<file path="config.mk">
export PLATFORM = sky130hd
export DESIGN_NAME = ppfm_top
export DESIGN_NICKNAME = d
export VERILOG_FILES = /design/src/ppfm_pkg.sv /design/src/ppfm_decode.sv /design/src/ppfm_wake.sv /design/src/ppfm_top.sv
export VERILOG_INCLUDE_DIRS = /design/src
export SDC_FILE = /design/constraint.sdc
export NUM_CORES = 1
export LEC_CHECK = 0
export BUFFER_PORTS_ARGS = -buffer_cell sky130_fd_sc_hd__buf_2
export CORE_UTILIZATION = 45
export CTS_CLUSTER_SIZE = 40
export DETAILED_ROUTE_END_ITERATION = 6
export HOLD_SLACK_MARGIN = 0.15
export PLACE_DENSITY = 0.77
export SKIP_LAST_GASP = 1
export SLEW_MARGIN = 0
export SYNTH_ARGS = -nofsm -noshare
export SYNTH_HDL_FRONTEND = slang
export SYNTH_HIERARCHICAL = 1
export SYNTH_SLANG_ARGS = --single-unit
</file>
<file path="constraint.sdc">
create_clock -name mclk_i -period 2.4 [get_ports mclk_i]
set_clock_uncertainty 0.2 [all_clocks]
set_input_delay 0.36 -clock mclk_i [delete_from_list [all_inputs] [get_ports mclk_i]]
set_output_delay 0.36 -clock mclk_i [all_outputs]
set_load 0.01 [all_outputs]
</file>
<file path="src/ppfm_map.svh">
`ifndef PPFM_MAP_SVH
`define PPFM_MAP_SVH

// Register byte offsets on the plain register port
`define PPFM_A_PORT_LAST 8'h0b
`define PPFM_A_PE_HI 8'h10
`define PPFM_A_PF_LO 8'h11
`define PPFM_A_PG_LO 8'h12
`define PPFM_A_PG_HI 8'h13
`define PPFM_A_PH_LO 8'h14
`define PPFM_A_PH_HI 8'h15
`define PPFM_A_ISRC 8'h16
`define PPFM_A_WAKE_EN 8'h17
`define PPFM_A_BITOP 8'h18

// Reset values
`define PPFM_RST_PORT 8'hff
`define PPFM_RST_SEL 8'h00
`define PPFM_RST_ISRC 6'h00
`define PPFM_RST_WAKE_EN 8'h00
`define PPFM_RST_PREV 8'hff

// Select codes
`define PPFM_CODE_ALT 2'b10
`define PPFM_CODE_SEG 2'b11

// Port indices within the port arrays
`define PPFM_PA 0
`define PPFM_PB 1
`define PPFM_PE 2
`define PPFM_PF 3
`define PPFM_PG 4
`define PPFM_PH 5
`define PPFM_NPORT 6

// Managed pin index bases (pin index = base + bit)
`define PPFM_E_BASE 0
`define PPFM_F_BASE 8
`define PPFM_G_BASE 16
`define PPFM_G_HI_BASE 20
`define PPFM_H_BASE 24
`define PPFM_H_HI_BASE 28
`define PPFM_PE4_PIN 4
`define PPFM_OSC_IN_PIN 8
`define PPFM_OSC_OUT_PIN 9
`define PPFM_OSC_PINS 2

// Input-source field positions and candidate pins
`define PPFM_ISRC_SCS 4
`define PPFM_ISRC_PT 2
`define PPFM_ISRC_ST 0
`define PPFM_SCS_PIN0 2
`define PPFM_SCS_PIN1 3
`define PPFM_PT_PIN0 2
`define PPFM_PT_PIN1 4
`define PPFM_ST_PIN0 2
`define PPFM_ST_PIN1 3

// Bit set/clear command fields
`define PPFM_BOP_VAL 7
`define PPFM_BOP_BIT_MSB 6
`define PPFM_BOP_BIT_LSB 4
`define PPFM_BOP_TGT_MSB 3

`endif

</file>
<file path="src/ppfm_pkg.sv">
package ppfm_pkg;

   typedef enum logic [1:0] {
      PPFM_IO  = 2'b00,
      PPFM_KEY = 2'b01,
      PPFM_SEG = 2'b10,
      PPFM_OSC = 2'b11
   } ppfm_func_t;

   typedef ppfm_func_t [31:0] ppfm_funcs_t;
   typedef logic [5:0][7:0] ppfm_ports_t;

   typedef struct packed {
      logic [7:0] pe_hi;
      logic [7:0] pf_lo;
      logic [7:0] pg_lo;
      logic [7:0] pg_hi;
      logic [7:0] ph_lo;
      logic [7:0] ph_hi;
      logic [5:0] isrc;
   } ppfm_sel_t;

   typedef struct packed {
      ppfm_funcs_t func;
   } ppfm_dec_st_t;

   typedef struct packed {
      logic [7:0] prev;
      logic wake;
   } ppfm_wake_st_t;

   typedef struct packed {
      ppfm_ports_t pdat;
      ppfm_ports_t pdir;
      ppfm_sel_t sel;
      logic [7:0] wake_en;
      logic [7:0] rdata;
      ppfm_ports_t pad;
      ppfm_ports_t pad_oe_n;
      logic [31:0] touch_en;
      logic osc_in_en;
      logic osc_out_en;
      logic serial_chip_select_input;
      logic periodic_timer_capture_input;
      logic standard_timer_capture_input;
   } ppfm_st_t;

endpackage

</file>
<file path="src/ppfm_decode.sv">
`timescale 1ns/1ps
`include "ppfm_map.svh"

module ppfm_decode
   import ppfm_pkg::*;
(
   input wire logic mclk_i,
   input wire logic rst_n_i,
   input wire logic ce_i,
   input wire ppfm_sel_t sel_i,
   output ppfm_funcs_t func_o
);

   ppfm_dec_st_t q;
   ppfm_dec_st_t d;

   function automatic ppfm_func_t pick(input logic [1:0] code,
                                       input ppfm_func_t alt,
                                       input logic seg_ok);
      if (code == `PPFM_CODE_ALT) begin
         pick = alt;
      end else if (code == `PPFM_CODE_SEG && seg_ok) begin
         pick = PPFM_SEG;
      end else begin
         pick = PPFM_IO;
      end
   endfunction

   always_comb begin
      d = q;
      if (ce_i) begin
         d.func = ppfm_funcs_t'({32{PPFM_IO}});
         d.func[`PPFM_E_BASE + `PPFM_PE4_PIN] =
            pick(sel_i.pe_hi[1:0], PPFM_KEY, 1'b1);
         for (int i = 0; i < 4; i++) begin
            // Only the two low F pins carry the crystal
            d.func[`PPFM_F_BASE + i] = pick(sel_i.pf_lo[2*i +: 2],
               (i < `PPFM_OSC_PINS) ? PPFM_OSC : PPFM_IO, 1'b1);
            d.func[`PPFM_G_BASE + i] =
               pick(sel_i.pg_lo[2*i +: 2], PPFM_KEY, 1'b1);
            d.func[`PPFM_G_HI_BASE + i] =
               pick(sel_i.pg_hi[2*i +: 2], PPFM_KEY, 1'b0);
            d.func[`PPFM_H_BASE + i] =
               pick(sel_i.ph_lo[2*i +: 2], PPFM_IO, 1'b1);
            d.func[`PPFM_H_HI_BASE + i] =
               pick(sel_i.ph_hi[2*i +: 2], PPFM_IO, 1'b1);
         end
      end
   end

   always_ff @(posedge mclk_i or negedge rst_n_i) begin
      if (!rst_n_i) begin
         q <= '{func: ppfm_funcs_t'({32{PPFM_IO}})};
      end else begin
         q <= d;
      end
   end

   assign func_o = q.func;

endmodule

</file>
<file path="src/ppfm_wake.sv">
`timescale 1ns/1ps
`include "ppfm_map.svh"

module ppfm_wake
   import ppfm_pkg::*;
(
   input wire logic mclk_i,
   input wire logic rst_n_i,
   input wire logic ce_i,
   input wire logic sleep_i,
   input wire logic [7:0] pa_i,
   input wire logic [7:0] wake_en_i,
   output logic wake_o
);

   ppfm_wake_st_t q;
   ppfm_wake_st_t d;

   always_comb begin
      d = q;
      if (ce_i) begin
         d.prev = pa_i;
         // Falling edge on any enabled pin while asleep
         d.wake = sleep_i && |(wake_en_i & q.prev & ~pa_i);
      end
   end

   // Previous levels reset high so a pin held low at reset counts as an edge
   always_ff @(posedge mclk_i or negedge rst_n_i) begin
      if (!rst_n_i) begin
         q <= '{prev: `PPFM_RST_PREV, wake: 1'b0};
      end else begin
         q <= d;
      end
   end

   assign wake_o = q.wake;

endmodule

</file>
<file path="src/ppfm_top.sv">
`timescale 1ns/1ps
`include "ppfm_map.svh"

// Behaviour
// - Port E bit 4 select gives I/O for 00 and 01, touch key for 10, LCD segment for 11.
// - Port F bits 3 and 2 stay I/O for 00, 01, 10 and become LCD segments for 11.
// - Port F bit 1 gives I/O for 00 and 01, crystal output for 10, LCD segment for 11.
// - Port F bit 0 gives I/O for 00 and 01, crystal input for 10, LCD segment for 11.
// - Port G bits 3..0 give I/O for 00 and 01, touch keys for 10, LCD segments for 11.
// - Port G bits 7..4 become touch keys only for 10 and stay I/O otherwise.
// - Port H bits 3..0 stay I/O for 00, 01, 10 and become LCD segments for 11.
// - Port H bits 7..4 stay I/O for 00, 01, 10 and become LCD segments for 11.
// - Source bits 5..4 feed chip select from port A bit 2 (00, 10) or bit 3 (01, 11).
// - Source bits 3..2 feed periodic capture from port B bit 2 (00, 10) or bit 4 (01, 11).
// - Source bits 1..0 feed standard capture from port E bit 2 (00) or bit 3 (11).
// - Source register bits 7 and 6 ignore writes and read as zero.
// - Reset sets every port data and direction register to all ones.
// - A pin switched to output drives high unless its data bit was written first.
// - A bit set or clear reads the whole port, changes one bit and writes it all back.
// - While asleep, a falling edge on an enabled port A pin wakes the device.
module ppfm_top
   import ppfm_pkg::*;
(
   input wire logic mclk_i,
   input wire logic rst_n_i,
   input wire logic ce_i,
   input wire logic [7:0] addr_i,
   input wire logic [7:0] wdata_i,
   input wire logic wr_i,
   input wire logic rd_i,
   output logic [7:0] rdata_o,
   input wire ppfm_ports_t pin_i,
   input wire logic [31:0] seg_data_i,
   input wire logic sleep_i,
   output ppfm_ports_t pad_o,
   output ppfm_ports_t pad_oe_n_o,
   output logic [31:0] touch_en_o,
   output logic crystal_input_pin_en_o,
   output logic crystal_output_pin_en_o,
   output logic serial_chip_select_input_o,
   output logic periodic_timer_capture_input_o,
   output logic standard_timer_capture_input_o,
   output logic wake_o
);

   ppfm_st_t q;
   ppfm_st_t d;
   ppfm_funcs_t func;

   // Port view as software sees it: pin level on inputs, latch on outputs
   function automatic logic [7:0] port_view(input ppfm_ports_t dat,
                                            input ppfm_ports_t dir,
                                            input ppfm_ports_t pins,
                                            input logic [3:0] a);
      logic [2:0] idx;
      idx = a[3:1];
      if (a[0]) begin
         port_view = dir[idx];
      end else begin
         port_view = (dir[idx] & pins[idx]) | (~dir[idx] & dat[idx]);
      end
   endfunction

   ppfm_decode u_decode (
      .mclk_i(mclk_i),
      .rst_n_i(rst_n_i),
      .ce_i(ce_i),
      .sel_i(q.sel),
      .func_o(func)
   );

   ppfm_wake u_wake (
      .mclk_i(mclk_i),
      .rst_n_i(rst_n_i),
      .ce_i(ce_i),
      .sleep_i(sleep_i),
      .pa_i(pin_i[`PPFM_PA]),
      .wake_en_i(q.wake_en),
      .wake_o(wake_o)
   );

   always_comb begin
      logic [3:0] tgt;
      logic [2:0] bsel;
      logic [7:0] rmw;
      ppfm_func_t f;
      tgt = wdata_i[`PPFM_BOP_TGT_MSB:0];
      bsel = wdata_i[`PPFM_BOP_BIT_MSB:`PPFM_BOP_BIT_LSB];
      rmw = 8'h00;
      f = PPFM_IO;
      d = q;
      if (ce_i) begin
         // Register writes
         if (wr_i) begin
            if (addr_i <= `PPFM_A_PORT_LAST) begin
               if (addr_i[0]) begin
                  d.pdir[addr_i[3:1]] = wdata_i;
               end else begin
                  d.pdat[addr_i[3:1]] = wdata_i;
               end
            end else begin
               case (addr_i)
                  `PPFM_A_PE_HI: d.sel.pe_hi = wdata_i;
                  `PPFM_A_PF_LO: d.sel.pf_lo = wdata_i;
                  `PPFM_A_PG_LO: d.sel.pg_lo = wdata_i;
                  `PPFM_A_PG_HI: d.sel.pg_hi = wdata_i;
                  `PPFM_A_PH_LO: d.sel.ph_lo = wdata_i;
                  `PPFM_A_PH_HI: d.sel.ph_hi = wdata_i;
                  `PPFM_A_ISRC: d.sel.isrc = wdata_i[5:0];
                  `PPFM_A_WAKE_EN: d.wake_en = wdata_i;
                  `PPFM_A_BITOP: begin
                     // Targets beyond the port registers are ignored
                     if ({4'h0, tgt} <= `PPFM_A_PORT_LAST) begin
                        rmw = port_view(q.pdat, q.pdir, pin_i, tgt);
                        rmw[bsel] = wdata_i[`PPFM_BOP_VAL];
                        if (tgt[0]) begin
                           d.pdir[tgt[3:1]] = rmw;
                        end else begin
                           d.pdat[tgt[3:1]] = rmw;
                        end
                     end
                  end
                  default: ;
               endcase
            end
         end

         // Read data stand for exactly one enabled cycle
         d.rdata = 8'h00;
         if (rd_i) begin
            if (addr_i <= `PPFM_A_PORT_LAST) begin
               d.rdata = port_view(q.pdat, q.pdir, pin_i, addr_i[3:0]);
            end else begin
               case (addr_i)
                  `PPFM_A_PE_HI: d.rdata = q.sel.pe_hi;
                  `PPFM_A_PF_LO: d.rdata = q.sel.pf_lo;
                  `PPFM_A_PG_LO: d.rdata = q.sel.pg_lo;
                  `PPFM_A_PG_HI: d.rdata = q.sel.pg_hi;
                  `PPFM_A_PH_LO: d.rdata = q.sel.ph_lo;
                  `PPFM_A_PH_HI: d.rdata = q.sel.ph_hi;
                  `PPFM_A_ISRC: d.rdata = {2'b00, q.sel.isrc};
                  `PPFM_A_WAKE_EN: d.rdata = q.wake_en;
                  default: d.rdata = 8'h00;
               endcase
            end
         end

         // Pad drive; direction bit 1 means input, so it is the active-low enable
         for (int p = 0; p < `PPFM_NPORT; p++) begin
            for (int b = 0; b < 8; b++) begin
               if (p >= `PPFM_PE) begin
                  f = func[(p - `PPFM_PE) * 8 + b];
               end else begin
                  f = PPFM_IO;
               end
               case (f)
                  PPFM_SEG: begin
                     d.pad[p][b] = seg_data_i[(p - `PPFM_PE) * 8 + b];
                     d.pad_oe_n[p][b] = 1'b0;
                  end
                  PPFM_KEY, PPFM_OSC: begin
                     // Analog functions: pad released
                     d.pad[p][b] = 1'b0;
                     d.pad_oe_n[p][b] = 1'b1;
                  end
                  default: begin
                     d.pad[p][b] = q.pdat[p][b];
                     d.pad_oe_n[p][b] = q.pdir[p][b];
                  end
               endcase
            end
         end
         for (int k = 0; k < 32; k++) begin
            d.touch_en[k] = (func[k] == PPFM_KEY);
         end
         d.osc_in_en = (func[`PPFM_OSC_IN_PIN] == PPFM_OSC);
         d.osc_out_en = (func[`PPFM_OSC_OUT_PIN] == PPFM_OSC);

         // Input-source routing; bit 0 of a field decides, bit 1 for standard capture
         d.serial_chip_select_input = q.sel.isrc[`PPFM_ISRC_SCS] ?
            pin_i[`PPFM_PA][`PPFM_SCS_PIN1] :
            pin_i[`PPFM_PA][`PPFM_SCS_PIN0];
         d.periodic_timer_capture_input = q.sel.isrc[`PPFM_ISRC_PT] ?
            pin_i[`PPFM_PB][`PPFM_PT_PIN1] :
            pin_i[`PPFM_PB][`PPFM_PT_PIN0];
         // Ambiguous codes settled by the upper bit: 01 keeps bit 2
         d.standard_timer_capture_input = q.sel.isrc[`PPFM_ISRC_ST + 1] ?
            pin_i[`PPFM_PE][`PPFM_ST_PIN1] :
            pin_i[`PPFM_PE][`PPFM_ST_PIN0];
      end
   end

   always_ff @(posedge mclk_i or negedge rst_n_i) begin
      if (!rst_n_i) begin
         q.pdat <= {`PPFM_NPORT{`PPFM_RST_PORT}};
         q.pdir <= {`PPFM_NPORT{`PPFM_RST_PORT}};
         q.sel <= '{pe_hi: `PPFM_RST_SEL, pf_lo: `PPFM_RST_SEL,
                    pg_lo: `PPFM_RST_SEL, pg_hi: `PPFM_RST_SEL,
                    ph_lo: `PPFM_RST_SEL, ph_hi: `PPFM_RST_SEL,
                    isrc: `PPFM_RST_ISRC};
         q.wake_en <= `PPFM_RST_WAKE_EN;
         q.rdata <= 8'h00;
         q.pad <= {`PPFM_NPORT{`PPFM_RST_PORT}};
         q.pad_oe_n <= {`PPFM_NPORT{`PPFM_RST_PORT}};
         q.touch_en <= 32'h0000_0000;
         q.osc_in_en <= 1'b0;
         q.osc_out_en <= 1'b0;
         q.serial_chip_select_input <= 1'b0;
         q.periodic_timer_capture_input <= 1'b0;
         q.standard_timer_capture_input <= 1'b0;
      end else begin
         q <= d;
      end
   end

   assign rdata_o = q.rdata;
   assign pad_o = q.pad;
   assign pad_oe_n_o = q.pad_oe_n;
   assign touch_en_o = q.touch_en;
   assign crystal_input_pin_en_o = q.osc_in_en;
   assign crystal_output_pin_en_o = q.osc_out_en;
   assign serial_chip_select_input_o = q.serial_chip_select_input;
   assign periodic_timer_capture_input_o = q.periodic_timer_capture_input;
   assign standard_timer_capture_input_o = q.standard_timer_capture_input;

endmodule

</file>
==> impl_metrics.json <==
{
  "avgViaCountPerCell": 6.134,
  "arrival_ns": 2.68,
  "placedCellCount": 2759,
  "relSlewSlack_pct": 48.48,
  "clk_latency_ns": 0.56,
  "drive_above_1_share_pct": 44.74,
  "critPathLaunch": "wdata_i[1]",
  "synth_compound_area_share_pct": 18.08,
  "overflow": 0,
  "start_util_pct": 45.75,
  "vias": 17600,
  "period_needed_ns": 2.411,
  "slowest_delay_ns": 0.45,
  "fmax_mhz": 414.8,
  "yosys.area_share.xor_xnor_pct": 0,
  "violations": "negative setup slack",
  "htreeDepth": 2,
  "yosys_register_bits": 336,
  "drt_iter0_markers": 2077,
  "cts_buffers": 38,
  "setup_violations": 3,
  "fin_crit_sh_pct": 100.4,
  "drc_errors": 0,
  "drv_cap": 0,
  "clockBufferDepth": 3,
  "nNetsFinal": 2399,
  "ir_worst_vdd_v": 0.0004537,
  "reg2reg_to": "q[291]",
  "antenna_found_initial": 5,
  "synth-edff-count": 0,
  "path_class": "input pin to register",
  "die_w_um": 209.0,
  "worst_slack_ns": -0.01055,
  "cts_tree": "built",
  "synth_async_sr_flop_share_pct": 100.0,
  "grt_first_pass_wirelength_um": 116500,
  "ant_nets": 0,
  "yosysTopAreaCell": "dfstp_2",
  "grt_max_degree": 131,
  "ys_types": 74,
  "final_hold_viol_count": 0,
  "reg2reg_from": "q[235]",
  "synth_flop_cell": "dfstp_2",
  "dp_hpwl_um": 60930,
  "gp_congestion": 1.107,
  "rsz0062_at_grt": "false",
  "port_buffers": 243,
  "synth_fa_ha_area_share_pct": 0,
  "avgSynthCellArea_um2": 10.18,
  "critPathMaxFanout": 16,
  "fillCellCount": 3643,
  "p_per_area_nw_per_um2": 574.0,
  "crit_path_end_kind": "register",
  "clockRootBuffer": "clkbuf_16",
  "synth_area_leaders": "dfstp_2, dfrtp_1, buf_4, mux2i_1, mux2_2",
  "crit_path_end": "q[285]",
  "grt_pass1_vias": 17130,
  "synthDominantCellAreaShare_pct": 27.26,
  "leakage_uw": 0.01047,
  "globalRouteTotalUtil_pct": 36.43,
  "cpMaxStageDelayCell": "mux2i_1",
  "synth.area.mux_share_pct": 16.09,
  "yosysWarnings": 6,
  "synth_most_common_cell": "dfstp_2",
  "clock-sinks": 336,
  "status": "finished with violations",
  "postCtsSetupBuffers": 0,
  "wl_per_cell_um": 27.73,
  "synthSimpleGateAreaFrac_pct": 9.957,
  "hold_class": "input pin to register",
  "tightestPinTransition_ns": 0.7687,
  "stdcell_count": 2869,
  "worstPathCellList": "buf_4 -> buf_12 -> mux2i_1 -> o22ai_1 -> o22ai_1 -> o41ai_2 -> buf_4 -> a21oi_1 -> buf_4 -> o221ai_1",
  "cp_data_required_time_ns": 2.67,
  "dieHeight_um": 209.0,
  "synth_top_family_by_area": "compound AO/OA/AOI/OAI gates",
  "syn-instance-count": 1894,
  "synth-seq-area-share_pct": 44.91,
  "io_pins": 244,
  "mappedNetlistArea_um2": 19280,
  "syn_to_final_growth_pct": 25.31,
  "dieArea_um2": 43670,
  "cp_common_cell": "buf_4",
  "slew_viol_final": 0,
  "wl_um": 79560,
  "synthTopCellsByCount": "dfstp_2, nand2_1, buf_4",
  "first_pass_iters": 6,
  "crit_path_start_kind": "input pin",
  "core_um2": 42130,
  "reg2reg_depth": 8,
  "place_ws_ns": -0.6815,
  "reg2reg_slack_ns": 0,
  "clkSlewWorstSetupHoldPaths_ns": 0.06,
  "rows": 75
}
## critical path, delay by kind of cell
kind                   cells  cell delay [ns]
AOI/OAI and AO/OA          5             0.92
buffers and inverters      4             0.93
muxes                      1             0.45
## how the worst min path moves through the flow
stage                          start                     end  slack, ns  cells past startpoint
after floorplan              rst_n_i  crystal_input_pin_en_o      -0.14                      0
after global placement       rst_n_i                  q[145]       0.07                      1
after detailed placement     rst_n_i                  q[141]       0.06                      1
after CTS                 wdata_i[5]                  q[280]       0.16                      5
after global routing      wdata_i[2]                  q[143]       0.19                      3
final                      pin_i[38]              rdata_o[6]       0.16                      4
## flip-flops by register name, indices dropped and copies added, names as in the netlist
signal                          flops
q                                 158
pad_o                              48
pad_oe_n_o                         48
touch_en_o                         32
u_decode/func_o                    28
rdata_o                             8
u_wake/q                            8
crystal_input_pin_en_o              1
crystal_output_pin_en_o             1
periodic_timer_capture_input_o      1
serial_chip_select_input_o          1
standard_timer_capture_input_o      1
u_wake/wake_o                       1
## timing repair
action / in CTS / in global routing
endpoints found under the setup margin: 12 / 47
cloned: 0 / 0
endpoints found under the hold margin: 229 / 0
gates resized for setup: 3 / 20
hold buffers: 37 / 0
pin swaps: 0 / 3
## routing by layer
layer  up-vias  global-route usage, %  wire (um)
met5         -                      0         13
met4         2                  13.62       3208
met3       187                  9.348       8517
met2      1084                  53.85      34260
met1      8791                  51.27      33560
li1       7535                      -          -
## power by group
group	internal, uW	switching [uW]	total (uW)
clock network	3700	2490	6190
registers	5910	123	6030
logic	660	986	1650
total	10300	3590	13900
## layout by cell type (no fill, tap or decap), types with 11 or more instances in the layout
master         netlist  routed
o221ai_1            36      33
mux4_2              23      23
inv_1               67      66
o31ai_1             36      36
a31oi_1             21      19
mux2i_1            128     122
conb_1               1      36
a32oi_1             21      21
nand3b_1            14      14
buf_4              181     322
dlygate4sd3_1        0      36
a22o_1              11      11
o22ai_1             35      32
mux2_2             113     113
a22oi_1             23      23
nor2_1              86      85
dfrtp_1            136     136
nand2_1            197     197
nand3_1             33      33
clkbuf_16            0      39
dfstp_2            200     200
buf_2               27     239
buf_12               0      23
a21oi_1            105     105
o21ai_1             42      44
nor3_1              11      11
o2bb2ai_1           35      35
o21ai_0             99      97
## area by class of cell
cell class | count | area, um2 | share of cell area, %
clock buffer | 50 | 1067 | 4.418
sequential | 336 | 8658 | 35.84
antenna | 3 | 7.507 | 0.03108
clock inverter | 20 | 261.5 | 1.083
tap | 539 | 674.4 | 2.792
multi-input combinational | 1231 | 8771 | 36.31
inverter | 68 | 256.5 | 1.062
timing repair buffer | 622 | 4461 | 18.46
## per-stage QoR
stage               utilization (%)  setup TNS [ns]  area (um2)  hold slack [ns]  total power [uW]
floorplan                         -         -0.1755       19410          -0.1356              7005
global placement              52.98          -53.55       22320          0.06618              7634
detailed placement            52.98          -54.09       22320          0.06350              7664
CTS                           57.07               0       24050           0.1588             13890
global route                  57.32               0       24150           0.1899             14290
finish                        57.33        -0.01917       24160           0.1616             13870
## cells by family (layout without fill, tap and decap cells)
kind of cell / Yosys count / count (layout)
other: 1 / 39
AO/OA/AOI/OAI: 524 / 524
multiplexers: 266 / 266
AND/OR/NAND/NOR: 405 / 405
flip-flops: 336 / 336
buffers and inverters: 362 / 760
(Power assumes the default switching activity.)
